## config.mk

```make
export PLATFORM = sky130hd
export DESIGN_NAME = sprwc_pin_reset_wake
export DESIGN_NICKNAME = d
export VERILOG_FILES = /design/src/sprwc_pkg.sv /design/src/sprwc_tmr_if.sv /design/src/sprwc_pin_reset_wake.sv /design/src/sprwc_pin_sync.sv /design/src/sprwc_hold_tmr.sv
export SDC_FILE = /design/constraint.sdc
export NUM_CORES = 1
export LEC_CHECK = 0
export BUFFER_PORTS_ARGS = -buffer_cell sky130_fd_sc_hd__buf_4
export CORE_ASPECT_RATIO = 0.9
export CORE_UTILIZATION = 55
export CTS_BUF_LIST = sky130_fd_sc_hd__clkbuf_4 sky130_fd_sc_hd__clkbuf_8 sky130_fd_sc_hd__clkbuf_16
export DETAILED_ROUTE_END_ITERATION = 12
export PLACE_DENSITY = 0.76
export SYNTH_ARGS = -nofsm -noshare
export SYNTH_HDL_FRONTEND = slang
export SYNTH_SLANG_ARGS = --single-unit
```

## constraint.sdc

```tcl
create_clock -name I_CLOCK -period 4.76 [get_ports I_CLOCK]
set_input_delay 0.952 -clock I_CLOCK [delete_from_list [all_inputs] [get_ports I_CLOCK]]
set_output_delay 0.952 -clock I_CLOCK [all_outputs]
set_load 0.01 [all_outputs]
```

## src/sprwc_pkg.sv

```systemverilog
package sprwc_pkg;

	// System clock rate, used to turn times into cycle counts
	localparam int unsigned CLK_MHZ = 250;

	// Reset line hold times in their own units (least values)
	localparam int unsigned COLD_HOLD_US = 20000;
	localparam int unsigned WARM_HOLD_US = 1000;
	// Least low time of a reset pulse from the far side
	localparam int unsigned MIN_RST_PULSE_NS = 15000;

	// Cycle counts; least times round up
	localparam int unsigned COLD_HOLD_CYC = COLD_HOLD_US * CLK_MHZ;
	localparam int unsigned WARM_HOLD_CYC = WARM_HOLD_US * CLK_MHZ;
	localparam int unsigned MIN_RST_CYC = (MIN_RST_PULSE_NS * CLK_MHZ + 999) / 1000;

	// Counter widths: hold timer covers the cold hold, pulse counter the minimum pulse
	localparam int unsigned HOLD_CNT_W = 23;
	localparam int unsigned LOW_CNT_W = 12;
	localparam logic [LOW_CNT_W-1:0] LOW_CNT_TRIP = LOW_CNT_W'(MIN_RST_CYC);

	// Mode request codes from the internal serial register logic
	localparam int unsigned MODE_REQ_W = 2;
	localparam logic [MODE_REQ_W-1:0] REQ_NORMAL = 2'h0;
	localparam logic [MODE_REQ_W-1:0] REQ_SILENT = 2'h1;
	localparam logic [MODE_REQ_W-1:0] REQ_STANDBY = 2'h2;
	localparam logic [MODE_REQ_W-1:0] REQ_SLEEP = 2'h3;

	// Pin synchroniser layout: wake, reset line, chip select, serial clock, serial data
	localparam int unsigned PIN_W = 5;
	localparam int unsigned PIN_WAKE = 0;
	localparam int unsigned PIN_RST = 1;
	localparam int unsigned PIN_CS_N = 2;
	localparam int unsigned PIN_SCLK = 3;
	localparam int unsigned PIN_SDI = 4;
	// Idle levels: reset line and chip select rest high
	localparam logic [PIN_W-1:0] PIN_IDLE = 5'h06;

	// Current mode, one-hot
	typedef enum logic [5:0] {
		MODE_NORMAL = 6'h01,
		MODE_SILENT = 6'h02,
		MODE_STANDBY = 6'h04,
		MODE_SLEEP = 6'h08,
		MODE_RESET = 6'h10,
		MODE_FAILSAFE = 6'h20
	} sprwc_mode_t;

endpackage : sprwc_pkg

```

## src/sprwc_tmr_if.sv

```systemverilog
`timescale 1ns/1ps

// Load and status of the reset hold timer
interface sprwc_tmr_if
	import sprwc_pkg::*;
();
	logic load;
	logic [HOLD_CNT_W-1:0] load_val;
	logic busy;
	logic expire;

	modport ctl (output load, output load_val, input busy, input expire);
	modport tmr (input load, input load_val, output busy, output expire);
endinterface : sprwc_tmr_if

```

## src/sprwc_pin_reset_wake.sv

```systemverilog
// Behaviour
// - Regulator off in sleep, on otherwise
// - Supply enable driven high or floating only
// - Supply enable high in normal, standby; released sleeping
// - Any wake event raises supply enable
// - Wake event in sleep or standby pulls receive output low
// - Local wake input reacts to both edges
// - Reset line driven low in fail-safe
// - Power-up, sleep, fail-safe exit, undervoltage: cold hold
// - Long external low pulse in normal or standby enters reset mode
// - External pulse or watchdog error: warm hold
// - Serial output driven only while selected
// - Serial access only while selected and clocked
// - Serial input accepted only while selected
// - Cold hold lasts 20 to 27 ms
// - Warm hold lasts 1 to 1.5 ms
`timescale 1ns/1ps

module sprwc_pin_reset_wake
	import sprwc_pkg::*;
#(
	parameter int unsigned COLD_CYC = COLD_HOLD_CYC,
	parameter int unsigned WARM_CYC = WARM_HOLD_CYC
) (
	input wire logic I_CLOCK,
	input wire logic I_SYS_RST,
	// Pins from the outside world
	input wire logic I_WAKE,
	input wire logic I_RST_LINE,
	input wire logic I_CS_N,
	input wire logic I_SCLK,
	input wire logic I_SDI,
	// Analog supervisors, asynchronous to the clock
	input wire logic I_UNDERVOLT,
	input wire logic I_OVERVOLT,
	input wire logic I_OVERTEMP,
	// Internal logic on the same clock
	input wire logic I_BUS_WAKE,
	input wire logic I_WDT_ERR,
	input wire logic I_MODE_REQ_VLD,
	input wire logic [MODE_REQ_W-1:0] I_MODE_REQ,
	input wire logic I_BUS_RXD,
	input wire logic I_SDO_BIT,
	// Pin outputs
	output logic O_SUPPLY_EN,
	output logic O_SUPPLY_EN_OE,
	output logic O_REG_EN,
	output logic O_RXD,
	output logic O_RST_LINE,
	output logic O_RST_LINE_OE,
	output logic O_SDO,
	output logic O_SDO_OE,
	// Towards the internal serial logic and status
	output logic O_SDI_BIT,
	output logic O_SDI_VLD,
	output logic O_SDO_SHIFT,
	output logic O_SPI_SEL,
	output logic [5:0] O_MODE,
	output logic O_WAKE_PEND
);
	// Decide whether a mode keeps the system powered
	function automatic logic mode_powered(input sprwc_mode_t m);
		return (m != MODE_SLEEP);
	endfunction : mode_powered

	// Modes where the far side may request a reset by pulse
	function automatic logic mode_pulse_ok(input sprwc_mode_t m);
		return (m == MODE_NORMAL) || (m == MODE_STANDBY);
	endfunction : mode_pulse_ok

	logic [PIN_W-1:0] pin_lvl, pin_rise, pin_fall;
	logic [2:0] sup_lvl;
	logic uv, ov, ot;

	// Every pin passes two flops before use
	sprwc_pin_sync #(
		.W(PIN_W),
		.RST_VAL(PIN_IDLE)
	) u_pin_sync (
		.i_clk(I_CLOCK),
		.i_rst(I_SYS_RST),
		.i_pin({I_SDI, I_SCLK, I_CS_N, I_RST_LINE, I_WAKE}),
		.o_lvl(pin_lvl),
		.o_rise(pin_rise),
		.o_fall(pin_fall)
	);

	// Supervisor levels are slow; edges are unused
	sprwc_pin_sync #(
		.W(3),
		.RST_VAL(3'h0)
	) u_sup_sync (
		.i_clk(I_CLOCK),
		.i_rst(I_SYS_RST),
		.i_pin({I_OVERTEMP, I_OVERVOLT, I_UNDERVOLT}),
		.o_lvl(sup_lvl),
		.o_rise(),
		.o_fall()
	);

	assign uv = sup_lvl[0];
	assign ov = sup_lvl[1];
	assign ot = sup_lvl[2];

	sprwc_tmr_if tmr_if ();

	sprwc_hold_tmr u_hold_tmr (
		.i_clk(I_CLOCK),
		.i_rst(I_SYS_RST),
		.tif(tmr_if.tmr)
	);

	// Mode control state
	sprwc_mode_t mode_r, mode_nxt;
	logic por_r, por_nxt;
	logic wake_r, wake_nxt;
	logic [LOW_CNT_W-1:0] low_r, low_nxt;
	logic local_wake, any_wake, ext_pulse, rst_drv_r;
	logic cold_req, warm_req;

	// Either edge of the wake pin counts by default
	assign local_wake = pin_rise[PIN_WAKE] | pin_fall[PIN_WAKE];
	assign any_wake = (local_wake | I_BUS_WAKE) &&
		((mode_r == MODE_SLEEP) || (mode_r == MODE_STANDBY));

	// Long low on the line while we do not drive it is a request
	assign ext_pulse = (low_r == LOW_CNT_TRIP);

	// Cold and warm crank causes, undervoltage first
	assign cold_req = por_r || uv || ((mode_r == MODE_SLEEP) && any_wake);
	assign warm_req = ext_pulse || (I_WDT_ERR && (mode_r != MODE_SLEEP) &&
		(mode_r != MODE_RESET) && (mode_r != MODE_FAILSAFE));

	// Next mode and hold timer load
	always_comb begin
		mode_nxt = mode_r;
		por_nxt = 1'b0;
		tmr_if.load = 1'b0;
		tmr_if.load_val = HOLD_CNT_W'(COLD_CYC);
		if (cold_req) begin
			// Power-up, sleep exit, undervoltage: cold hold
			mode_nxt = MODE_RESET;
			tmr_if.load = 1'b1;
		end else if (ov || ot) begin
			mode_nxt = MODE_FAILSAFE;
		end else if (mode_r == MODE_FAILSAFE) begin
			// Leaving fail-safe for reset is a cold crank
			mode_nxt = MODE_RESET;
			tmr_if.load = 1'b1;
		end else if (warm_req) begin
			mode_nxt = MODE_RESET;
			tmr_if.load = 1'b1;
			tmr_if.load_val = HOLD_CNT_W'(WARM_CYC);
		end else begin
			unique case (mode_r)
				MODE_RESET: begin
					// Leave only once the hold ended and nobody holds the line
					if (!tmr_if.busy && !rst_drv_r && pin_lvl[PIN_RST]) begin
						mode_nxt = MODE_STANDBY;
					end
				end
				MODE_SLEEP: begin
					mode_nxt = MODE_SLEEP;
				end
				MODE_NORMAL, MODE_SILENT, MODE_STANDBY: begin
					if (I_MODE_REQ_VLD) begin
						unique case (I_MODE_REQ)
							REQ_NORMAL: mode_nxt = MODE_NORMAL;
							REQ_SILENT: mode_nxt = MODE_SILENT;
							REQ_STANDBY: mode_nxt = MODE_STANDBY;
							REQ_SLEEP: mode_nxt = MODE_SLEEP;
						endcase
					end
				end
				default: begin
					mode_nxt = MODE_RESET;
				end
			endcase
		end
	end

	// Wake flag and pulse counter
	always_comb begin
		wake_nxt = wake_r;
		// Cleared once the controller has brought the part to normal
		if (mode_r == MODE_NORMAL) begin
			wake_nxt = 1'b0;
		end
		// A new wake wins over the clear
		if (any_wake) begin
			wake_nxt = 1'b1;
		end
		low_nxt = '0;
		if (mode_pulse_ok(mode_r) && !rst_drv_r && !pin_lvl[PIN_RST] && !ext_pulse) begin
			low_nxt = low_r + LOW_CNT_W'(1);
		end
	end

	// Sync reset lands in reset mode with a power-up cold crank pending
	always_ff @(posedge I_CLOCK) begin
		if (I_SYS_RST) begin
			mode_r <= MODE_RESET;
			por_r <= 1'b1;
			wake_r <= 1'b0;
			low_r <= '0;
		end else begin
			mode_r <= mode_nxt;
			por_r <= por_nxt;
			wake_r <= wake_nxt;
			low_r <= low_nxt;
		end
	end

	// Pin output state, registered from the next mode, the hold timer and the wake flag
	logic sup_oe_r, sup_oe_nxt;
	logic reg_en_r, reg_en_nxt;
	logic rst_drv_nxt;
	logic rxd_r, rxd_nxt;

	always_comb begin
		// Enable pin is only ever pulled up or released
		sup_oe_nxt = mode_powered(mode_nxt);
		// Regulator gated in sleep, back on in every other mode
		reg_en_nxt = mode_powered(mode_nxt);
		// Low during hold and in fail-safe
		rst_drv_nxt = (mode_nxt == MODE_FAILSAFE) ||
			((mode_nxt == MODE_RESET) && (tmr_if.load || tmr_if.busy));
		// Pending wake overrides bus data on the receive pin
		rxd_nxt = wake_nxt ? 1'b0 : I_BUS_RXD;
	end

	always_ff @(posedge I_CLOCK) begin
		if (I_SYS_RST) begin
			sup_oe_r <= 1'b0;
			reg_en_r <= 1'b0;
			rst_drv_r <= 1'b1;
			rxd_r <= 1'b1;
		end else begin
			sup_oe_r <= sup_oe_nxt;
			reg_en_r <= reg_en_nxt;
			rst_drv_r <= rst_drv_nxt;
			rxd_r <= rxd_nxt;
		end
	end

	// Serial port gating; the clock is sampled, so its rate must stay low
	logic sel;
	logic sdo_r, sdo_nxt;
	logic sdo_oe_r, sdo_oe_nxt;
	logic sdi_r, sdi_nxt;
	logic sdi_vld_r, sdi_vld_nxt;
	logic shift_r, shift_nxt;

	assign sel = !pin_lvl[PIN_CS_N];

	always_comb begin
		// Data in only on a rising clock while selected
		sdi_vld_nxt = sel && pin_rise[PIN_SCLK];
		sdi_nxt = sdi_vld_nxt ? pin_lvl[PIN_SDI] : sdi_r;
		// Data out changes on the falling clock while selected
		shift_nxt = sel && pin_fall[PIN_SCLK];
		sdo_nxt = shift_nxt ? I_SDO_BIT : sdo_r;
		// Output floats whenever deselected
		sdo_oe_nxt = sel;
	end

	always_ff @(posedge I_CLOCK) begin
		if (I_SYS_RST) begin
			sdo_r <= 1'b0;
			sdo_oe_r <= 1'b0;
			sdi_r <= 1'b0;
			sdi_vld_r <= 1'b0;
			shift_r <= 1'b0;
		end else begin
			sdo_r <= sdo_nxt;
			sdo_oe_r <= sdo_oe_nxt;
			sdi_r <= sdi_nxt;
			sdi_vld_r <= sdi_vld_nxt;
			shift_r <= shift_nxt;
		end
	end

	// Open-drain and pull-up-only pins carry a fixed level
	assign O_SUPPLY_EN = 1'b1;
	assign O_SUPPLY_EN_OE = sup_oe_r;
	assign O_REG_EN = reg_en_r;
	assign O_RXD = rxd_r;
	assign O_RST_LINE = 1'b0;
	assign O_RST_LINE_OE = rst_drv_r;
	assign O_SDO = sdo_r;
	assign O_SDO_OE = sdo_oe_r;
	assign O_SDI_BIT = sdi_r;
	assign O_SDI_VLD = sdi_vld_r;
	assign O_SDO_SHIFT = shift_r;
	assign O_SPI_SEL = sdo_oe_r;
	assign O_MODE = mode_r;
	assign O_WAKE_PEND = wake_r;
endmodule : sprwc_pin_reset_wake

```

## src/sprwc_pin_sync.sv

```systemverilog
`timescale 1ns/1ps

// Two-flop synchroniser per pin plus a third stage for edge detection
module sprwc_pin_sync
	import sprwc_pkg::*;
#(
	parameter int unsigned W = 1,
	parameter logic [W-1:0] RST_VAL = '0
) (
	input wire logic i_clk,
	input wire logic i_rst,
	input wire logic [W-1:0] i_pin,
	output logic [W-1:0] o_lvl,
	output logic [W-1:0] o_rise,
	output logic [W-1:0] o_fall
);
	logic [W-1:0] ff1_r, ff2_r, ff3_r;
	logic [W-1:0] ff1_nxt, ff2_nxt, ff3_nxt;

	// First stage feeds only the second one
	always_comb begin
		ff1_nxt = i_pin;
		ff2_nxt = ff1_r;
		ff3_nxt = ff2_r;
	end

	always_ff @(posedge i_clk) begin
		if (i_rst) begin
			ff1_r <= RST_VAL;
			ff2_r <= RST_VAL;
			ff3_r <= RST_VAL;
		end else begin
			ff1_r <= ff1_nxt;
			ff2_r <= ff2_nxt;
			ff3_r <= ff3_nxt;
		end
	end

	assign o_lvl = ff2_r;
	assign o_rise = ff2_r & ~ff3_r;
	assign o_fall = ~ff2_r & ff3_r;
endmodule : sprwc_pin_sync

```

## src/sprwc_hold_tmr.sv

```systemverilog
`timescale 1ns/1ps

// Down counter that times how long the reset line is held
module sprwc_hold_tmr
	import sprwc_pkg::*;
(
	input wire logic i_clk,
	input wire logic i_rst,
	sprwc_tmr_if.tmr tif
);
	logic [HOLD_CNT_W-1:0] cnt_r, cnt_nxt;
	logic exp_r, exp_nxt;

	// A load always wins, so a fresh crank cause restarts the full hold
	always_comb begin
		cnt_nxt = cnt_r;
		exp_nxt = 1'b0;
		if (tif.load) begin
			cnt_nxt = tif.load_val;
		end else if (cnt_r != '0) begin
			cnt_nxt = cnt_r - HOLD_CNT_W'(1);
			exp_nxt = (cnt_r == HOLD_CNT_W'(1));
		end
	end

	always_ff @(posedge i_clk) begin
		if (i_rst) begin
			cnt_r <= '0;
			exp_r <= 1'b0;
		end else begin
			cnt_r <= cnt_nxt;
			exp_r <= exp_nxt;
		end
	end

	assign tif.busy = (cnt_r != '0);
	assign tif.expire = exp_r;
endmodule : sprwc_hold_tmr

```

# After elaboration in Yosys (flattened, before gate mapping)
# Cells that the tools add are included.
word_totals:
  regBits: 71
  inputBits: 17
  out_inout_bits: 19
  elab_cells: 96
op_classes:
  n_addsub: 2
  n_eq_ne: 16
  mux: 22
  bitwise_logic: 7
  reduce_logical: 31
ops:
  columns: ["operator", "count"]
  rows:
  - ["two-way mux 23 bit", 6]
  - ["two-way mux 6 bit", 6]
  - ["one-hot mux 6 bit (4 select lines)", 1]
  - ["nonzero test 23 bit", 1]
  - ["subtractor 23 x 1 -> 23 bit, second input constant", 1]
  - ["one-hot mux 6 bit (3 select lines)", 1]
  - ["logical AND 1 bit", 13]
  - ["adder 12 x 1 -> 12 bit, second input constant", 1]
  - ["== test 12 bit, second input constant", 1]
  - ["== test 6 x 5 -> 1 bit, second input constant", 2]
  - ["== test 6 bit, second input constant", 2]
  - ["inequality test 6 x 4 -> 1 bit, second input constant", 2]
  - ["bitwise AND 4 bit", 2]
  - ["logical OR 1 bit", 8]
  - ["two-way mux 1 bit", 8]
  - ["inverter 4 bit", 2]
  - ["== test 6 x 1 -> 1 bit, second input constant", 1]
  - ["== test 6 x 2 -> 1 bit, second input constant", 1]
  - ["== test 6 x 3 -> 1 bit, second input constant", 1]
  - ["== test 6 x 4 -> 1 bit, second input constant", 1]
  - ["inequality test 6 x 5 -> 1 bit, second input constant", 1]
  - ["inequality test 6 bit, second input constant", 1]
  - ["zero test 1 bit", 5]
  - ["== test 2 bit, second input constant", 2]
  - ["other kinds (7)", 8]

# Longest topological paths before layout
depth:
  depth_word: 13
  ltp_mapped: 9
  mapped_depth_nobuf: 7

# By module
# A second synthesis with hierarchy kept.
hier_totals:
  hier_cells: 393
  hier_area_um2: 3465.8
modules_own_cells:
  columns: ["module", "n_inst", "cells_per_inst", "area_per_inst_um2"]
  rows:
  - ["sprwc_pin_reset_wake", 1, 161, 1400.1]
  - ["sprwc_hold_tmr", 1, 167, 1317.5]
  - ["sprwc_pin_sync (u_pin_sync)", 1, 41, 474.2]
  - ["sprwc_pin_sync (u_sup_sync)", 1, 24, 274.0]

# Least setup slack after synthesis
# No wires, ideal clock.
synth_timing:
  path_kind: "flip-flop to flip-flop"
  from: "register mode_r[0] (netlist: O_MODE[0])"
  to: "register u_hold_tmr.cnt_r[1]"
  arrival_ns: 2.351
  required_time_ns: 4.681
  slack_ns: 2.330
  stages_incl_launch_ff: 10
  n_path_buf: 4
  period_less_slack_ns: 2.430
  cell_sequence: "dfxtp_1 > buf_6 > or3_1 > buf_2 > o311a_1 > or3_1 > buf_6 > or3_1 > buf_6 > a211oi_2"
synth_between:
  elab_chain_len: 10
  elab_cells_between_ends: 23
synth_lines:
  columns: ["element", "line", "rtl"]
  rows:
  - ["start: declaration", "sprwc_pin_reset_wake.sv:114", "sprwc_mode_t mode_r, mode_nxt;"]
  - ["start signal: assignment", "sprwc_pin_reset_wake.sv:207", "mode_r <= mode_nxt;"]
  - ["inequality test 6 x 4 -> 1 bit", "sprwc_pin_reset_wake.sv:131", "assign warm_req = ext_pulse || (I_WDT_ERR && (mode_r != MODE_SLEEP) &&"]
  - ["logical AND 1 bit (2 in a row)", "sprwc_pin_reset_wake.sv:131", null]
  - ["logical AND 1 bit", "sprwc_pin_reset_wake.sv:132", "(mode_r != MODE_RESET) && (mode_r != MODE_FAILSAFE));"]
  - ["logical OR 1 bit", "sprwc_pin_reset_wake.sv:131", null]
  - ["two-way mux 1 bit", "sprwc_pin_reset_wake.sv:150", "end else if (warm_req) begin"]
  - ["two-way mux 1 bit", "sprwc_pin_reset_wake.sv:146", "end else if (mode_r == MODE_FAILSAFE) begin"]
  - ["two-way mux 1 bit", "sprwc_pin_reset_wake.sv:144", "end else if (ov || ot) begin"]
  - ["two-way mux 1 bit", "sprwc_pin_reset_wake.sv:140", "if (cold_req) begin"]
  - ["two-way mux 23 bit / nonzero test 2 bit (equally long branches)", null, null]
  - ["end signal: assignment", "sprwc_hold_tmr.sv:31", "cnt_r <= cnt_nxt;"]
  - ["end: declaration", "sprwc_hold_tmr.sv:11", "logic [HOLD_CNT_W-1:0] cnt_r, cnt_nxt;"]
# Parallel ways exist; a longest one is shown, timed or not.
# A chain may end at the register's enable or synchronous reset.

# Worst setup path in the final report
layout_timing:
  from: "register u_hold_tmr.cnt_r[0]"
  to: "register u_hold_tmr.cnt_r[4]"
layout_between:
  elab_chain_len: 3
  elab_cells_between_ends: 5
layout_lines:
  columns: ["element", "line", "rtl"]
  rows:
  - ["subtractor 23 x 1 -> 23 bit", "sprwc_hold_tmr.sv:21", "cnt_nxt = cnt_r - HOLD_CNT_W'(1);"]
  - ["two-way mux 23 bit", "sprwc_hold_tmr.sv:20", "end else if (cnt_r != '0) begin"]
  - ["two-way mux 23 bit", "sprwc_hold_tmr.sv:18", "if (tif.load) begin"]
# Parallel ways exist; a longest one is shown, timed or not. The select of a mux whose other input is x is not followed.

==> results by group <==
Status
  – Status: complete, no violations

Hold path
  – Hold crit path type: reg -> reg
  – Hold path cells: 1

Logic synthesis
  – Mean Syn Cell Area: between 8 and 9 µm²
  – Synth warn: 0
  – Yosys reg bits: 69
  – Mapped cell area: around 0.0032 mm²
  – Asr flop ratio synth: 0%
  – Post-synthesis sequential area ratio: ~44%
  – Mapped Nets: approximately 380
  – Gate count of the mapped netlist: 360
  – Top_reg_cell synth: dfxtp_1
  – Post-synth EDFFs: 0
  – Netlist cell types: 49

Pwr
  – Tot Pwr: 1.22 mW
  – PwrDens: around 340 mW/mm²
  – Worst vdd ir: between 200 and 300 µV
  – LEAKAGE: approximately 1.3 nW

CTS
  – Root Buffer: clkbuf_8
  – Postcts setup bufs: 0
  – CTS tree: yes
  – Clock Tree Buf Depth: 2
  – CTS Buf Count: 9
  – Hold_buf cts: 0
  – H-tree level count: 3
  – Cts repair resizes: 0
  – CTS Sinks: 69
  – Clock-pin slew of the registers on the worst-case setup and hold paths: ~0.070 ns
  – Skew-Pair Late Insertion Delay: 0.34 ns

STA
  – Period utilization: 56.1%
  – Fin Setup TNS: 0 ns
  – Least-Margin Pin Slew: around 0.63 ns
  – RSZ-0062 raised after global routing: no
  – Setup ws final: ~2.1 ns
  – Max transition margin: slightly below 60%
  – Final setup violation count: 0
  – Fin Hold WS: between 0.4 and 0.5 ns
  – Max Transition Viols Final: 0
  – Min cycle time layout: 2.67 ns
  – Clock skew: between 0.006 and 0.007 ns
  – FMAX: 0.375 GHz
  – Final hold vios: 0

Global route
  – Total congestion overflow: 0
  – GRT Util Overall: about a quarter
  – Vias in the first global route: around 2,400
  – First-pass GRT wire length: 10.8 mm
  – Pin count of the biggest net entering global routing: 41
  – Antenna violations before repair: 0

Floorplan
  – # IOs: 36
  – Die Y: around 74 µm
  – Die W: slightly above 80 µm
  – Num rows: 25
  – Starting Density: around three fifths
  – Core area: 0.00538 mm²
  – Die area: a little over 0.006 mm²

Finish
  – Most common cell after layout, fill and taps aside: dfxtp_1
  – Area Growth Syn to Fin: 13.1%
  – Filler instances: 463
  – Fin area: approximately 0.0036 mm²
  – Most frequent cells in the layout: dfxtp_1 (69), nor2_1 (47), buf_4 (34), nor3_1 (21), xor2_1 (18)
  – Diode count: 0
  – Final net count: 407
  – Layout cells sized above 1: roughly 16%

Worst setup path
  – Path depth of the worst reg2reg path: 7
  – CP Cell Sequence: inv_1 -> ha_1 -> or4b_1 -> or4_1 -> nor2_1 -> a31oi_1 -> and2_1
  – Startpoint Class: register
  – Buf/Inv on CP: 1
  – Top delay family on crit path: simple AND/OR/NAND/NOR gates
  – CP max stage delay: just over 0.6 ns
  – Critical path depth in cells: 7
  – Worst setup EP type: register
  – Crit path required time: about 5 ns
  – Critical path's slowest cell: or4_1
  – Critical path fanouts, max: 12
  – Worst Path Class, Setup: reg -> reg
  – Worst EP arrival: between 2 and 3 ns

Drt
  – DR WL/cell: between 10 and 15 µm
  – Vias: ~2,600
  – Vias per inst: roughly 5.7
  – DRT Wirelength: ~6.3 mm
  – TritonRoute pass-1 iters: 4
  – Drt first-iter violations: around 130
  – Remaining routing DRC violations: 0
  – Routed Antenna Nets: 0

Flow run
  – Max-Cap Viols: 0

Placed design
  – Dpl hpwl: about 4.5 mm
  – Dpl ws: 2.11 ns
  – Dpl cell area: about 0.0034 mm²
  – # port buffers: 33
  – Routability Congestion: ~0.88
[metrics by stage]
stage	util, %	std cells
6_report	66.4	458
5_1_grt	66.4	458
4_1_cts	66.4	458
3_5_place_dp	62.9	442
3_3_place_gp	62.9	442
2_1_floorplan	-	360
[synth_stat cells, drive strengths merged, types with 2 or more instances]
| master | n | share of area (%) |
|---|---|---|
| clkbuf | 8 | 0.95 |
| nor2b | 15 | 3.0 |
| or3 | 11 | 2.2 |
| o211ai | 7 | 1.7 |
| or2 | 7 | 1.4 |
| conb | 2 | 0.24 |
| a21oi | 14 | 2.5 |
| nor4 | 7 | 1.4 |
| nand4 | 6 | 1.2 |
| buf | 11 | 2.6 |
| and2 | 2 | 0.40 |
| dfxtp | 69 | 44 |
| o21ai | 11 | 1.7 |
| nor3 | 21 | 3.3 |
| o31a | 2 | 0.55 |
| nand3 | 8 | 1.3 |
| nor2 | 47 | 5.6 |
| xnor2 | 9 | 2.5 |
| nand2b | 6 | 1.2 |
| a211oi | 8 | 2.1 |
| and3 | 2 | 0.40 |
| inv | 8 | 0.95 |
| nand3b | 4 | 0.95 |
| or4 | 10 | 2.4 |
| nand2 | 15 | 1.8 |
| o21a | 6 | 1.4 |
| xor2 | 18 | 5.0 |
| a211o | 2 | 0.55 |
| ha | 4 | 1.6 |
| o31ai | 7 | 1.7 |
[report_power, final]
group,internal (mW),switching (mW)
logic,0.0719,0.0915
clock network,0.216,0.216
registers,0.602,0.0222
total,0.890,0.330
[kinds of logic after synthesis]
group | count (synthesis) | share of synthesized area [%]
DFF | 69 | 43.7
other | 2 | 0.238
and+or+nand+nor | 168 | 28.5
AOI/OAI and AO/OA | 63 | 13.9
buffers and inverters | 27 | 4.52
xor gates and xnor gates | 27 | 7.49
adders and majority gates | 4 | 1.58
[flip-flops by register name (all words and copies together) (netlist names), 2 cells and up]
register and cells:
u_sup_sync.ff1_r 3, u_pin_sync.o_lvl 5, O_MODE 6, low_r 12
u_pin_sync.ff3_r 2, u_sup_sync.o_lvl 3, u_pin_sync.ff1_r 5, u_hold_tmr.cnt_r 23
[cell type report]
| cell class | count | area [µm²] | share of cell area, % |
|---|---|---|---|
| Clock buffer | 11 | 151 | 4.24 |
| Clock inverter | 5 | 35.0 | 0.981 |
| Inverter | 8 | 30.0 | 0.841 |
| Multi-Input combinational cell | 264 | 1630 | 45.8 |
| Sequential cell | 69 | 1380 | 38.7 |
| Tap cell | 67 | 83.8 | 2.35 |
| Timing Repair Buffer | 34 | 255 | 7.15 |
[per-layer routing]
| layer | wire length (µm) | global-route usage [%] |
|---|---|---|
| met3 | 325 | 6.58 |
| met4 | 74 | 7.41 |
| met5 | 0 | 0 |
| met1 | 3050 | 30.2 |
| met2 | 2900 | 38.3 |
[worst paths after layout]
kind                               startpoint                               end  slack, ns
max          u_hold_tmr.cnt_r[0]$_SDFFE_PP0P_  u_hold_tmr.cnt_r[4]$_SDFFE_PP0P_       2.09
min            u_pin_sync.ff1_r[2]$_SDFF_PP1_    u_pin_sync.o_lvl[2]$_SDFF_PP1_       0.42
max reg2reg  u_hold_tmr.cnt_r[0]$_SDFFE_PP0P_  u_hold_tmr.cnt_r[4]$_SDFFE_PP0P_       2.09
min reg2reg    u_pin_sync.ff1_r[2]$_SDFF_PP1_    u_pin_sync.o_lvl[2]$_SDFF_PP1_       0.42
No activity file was read; power rests on OpenSTA's default activity.
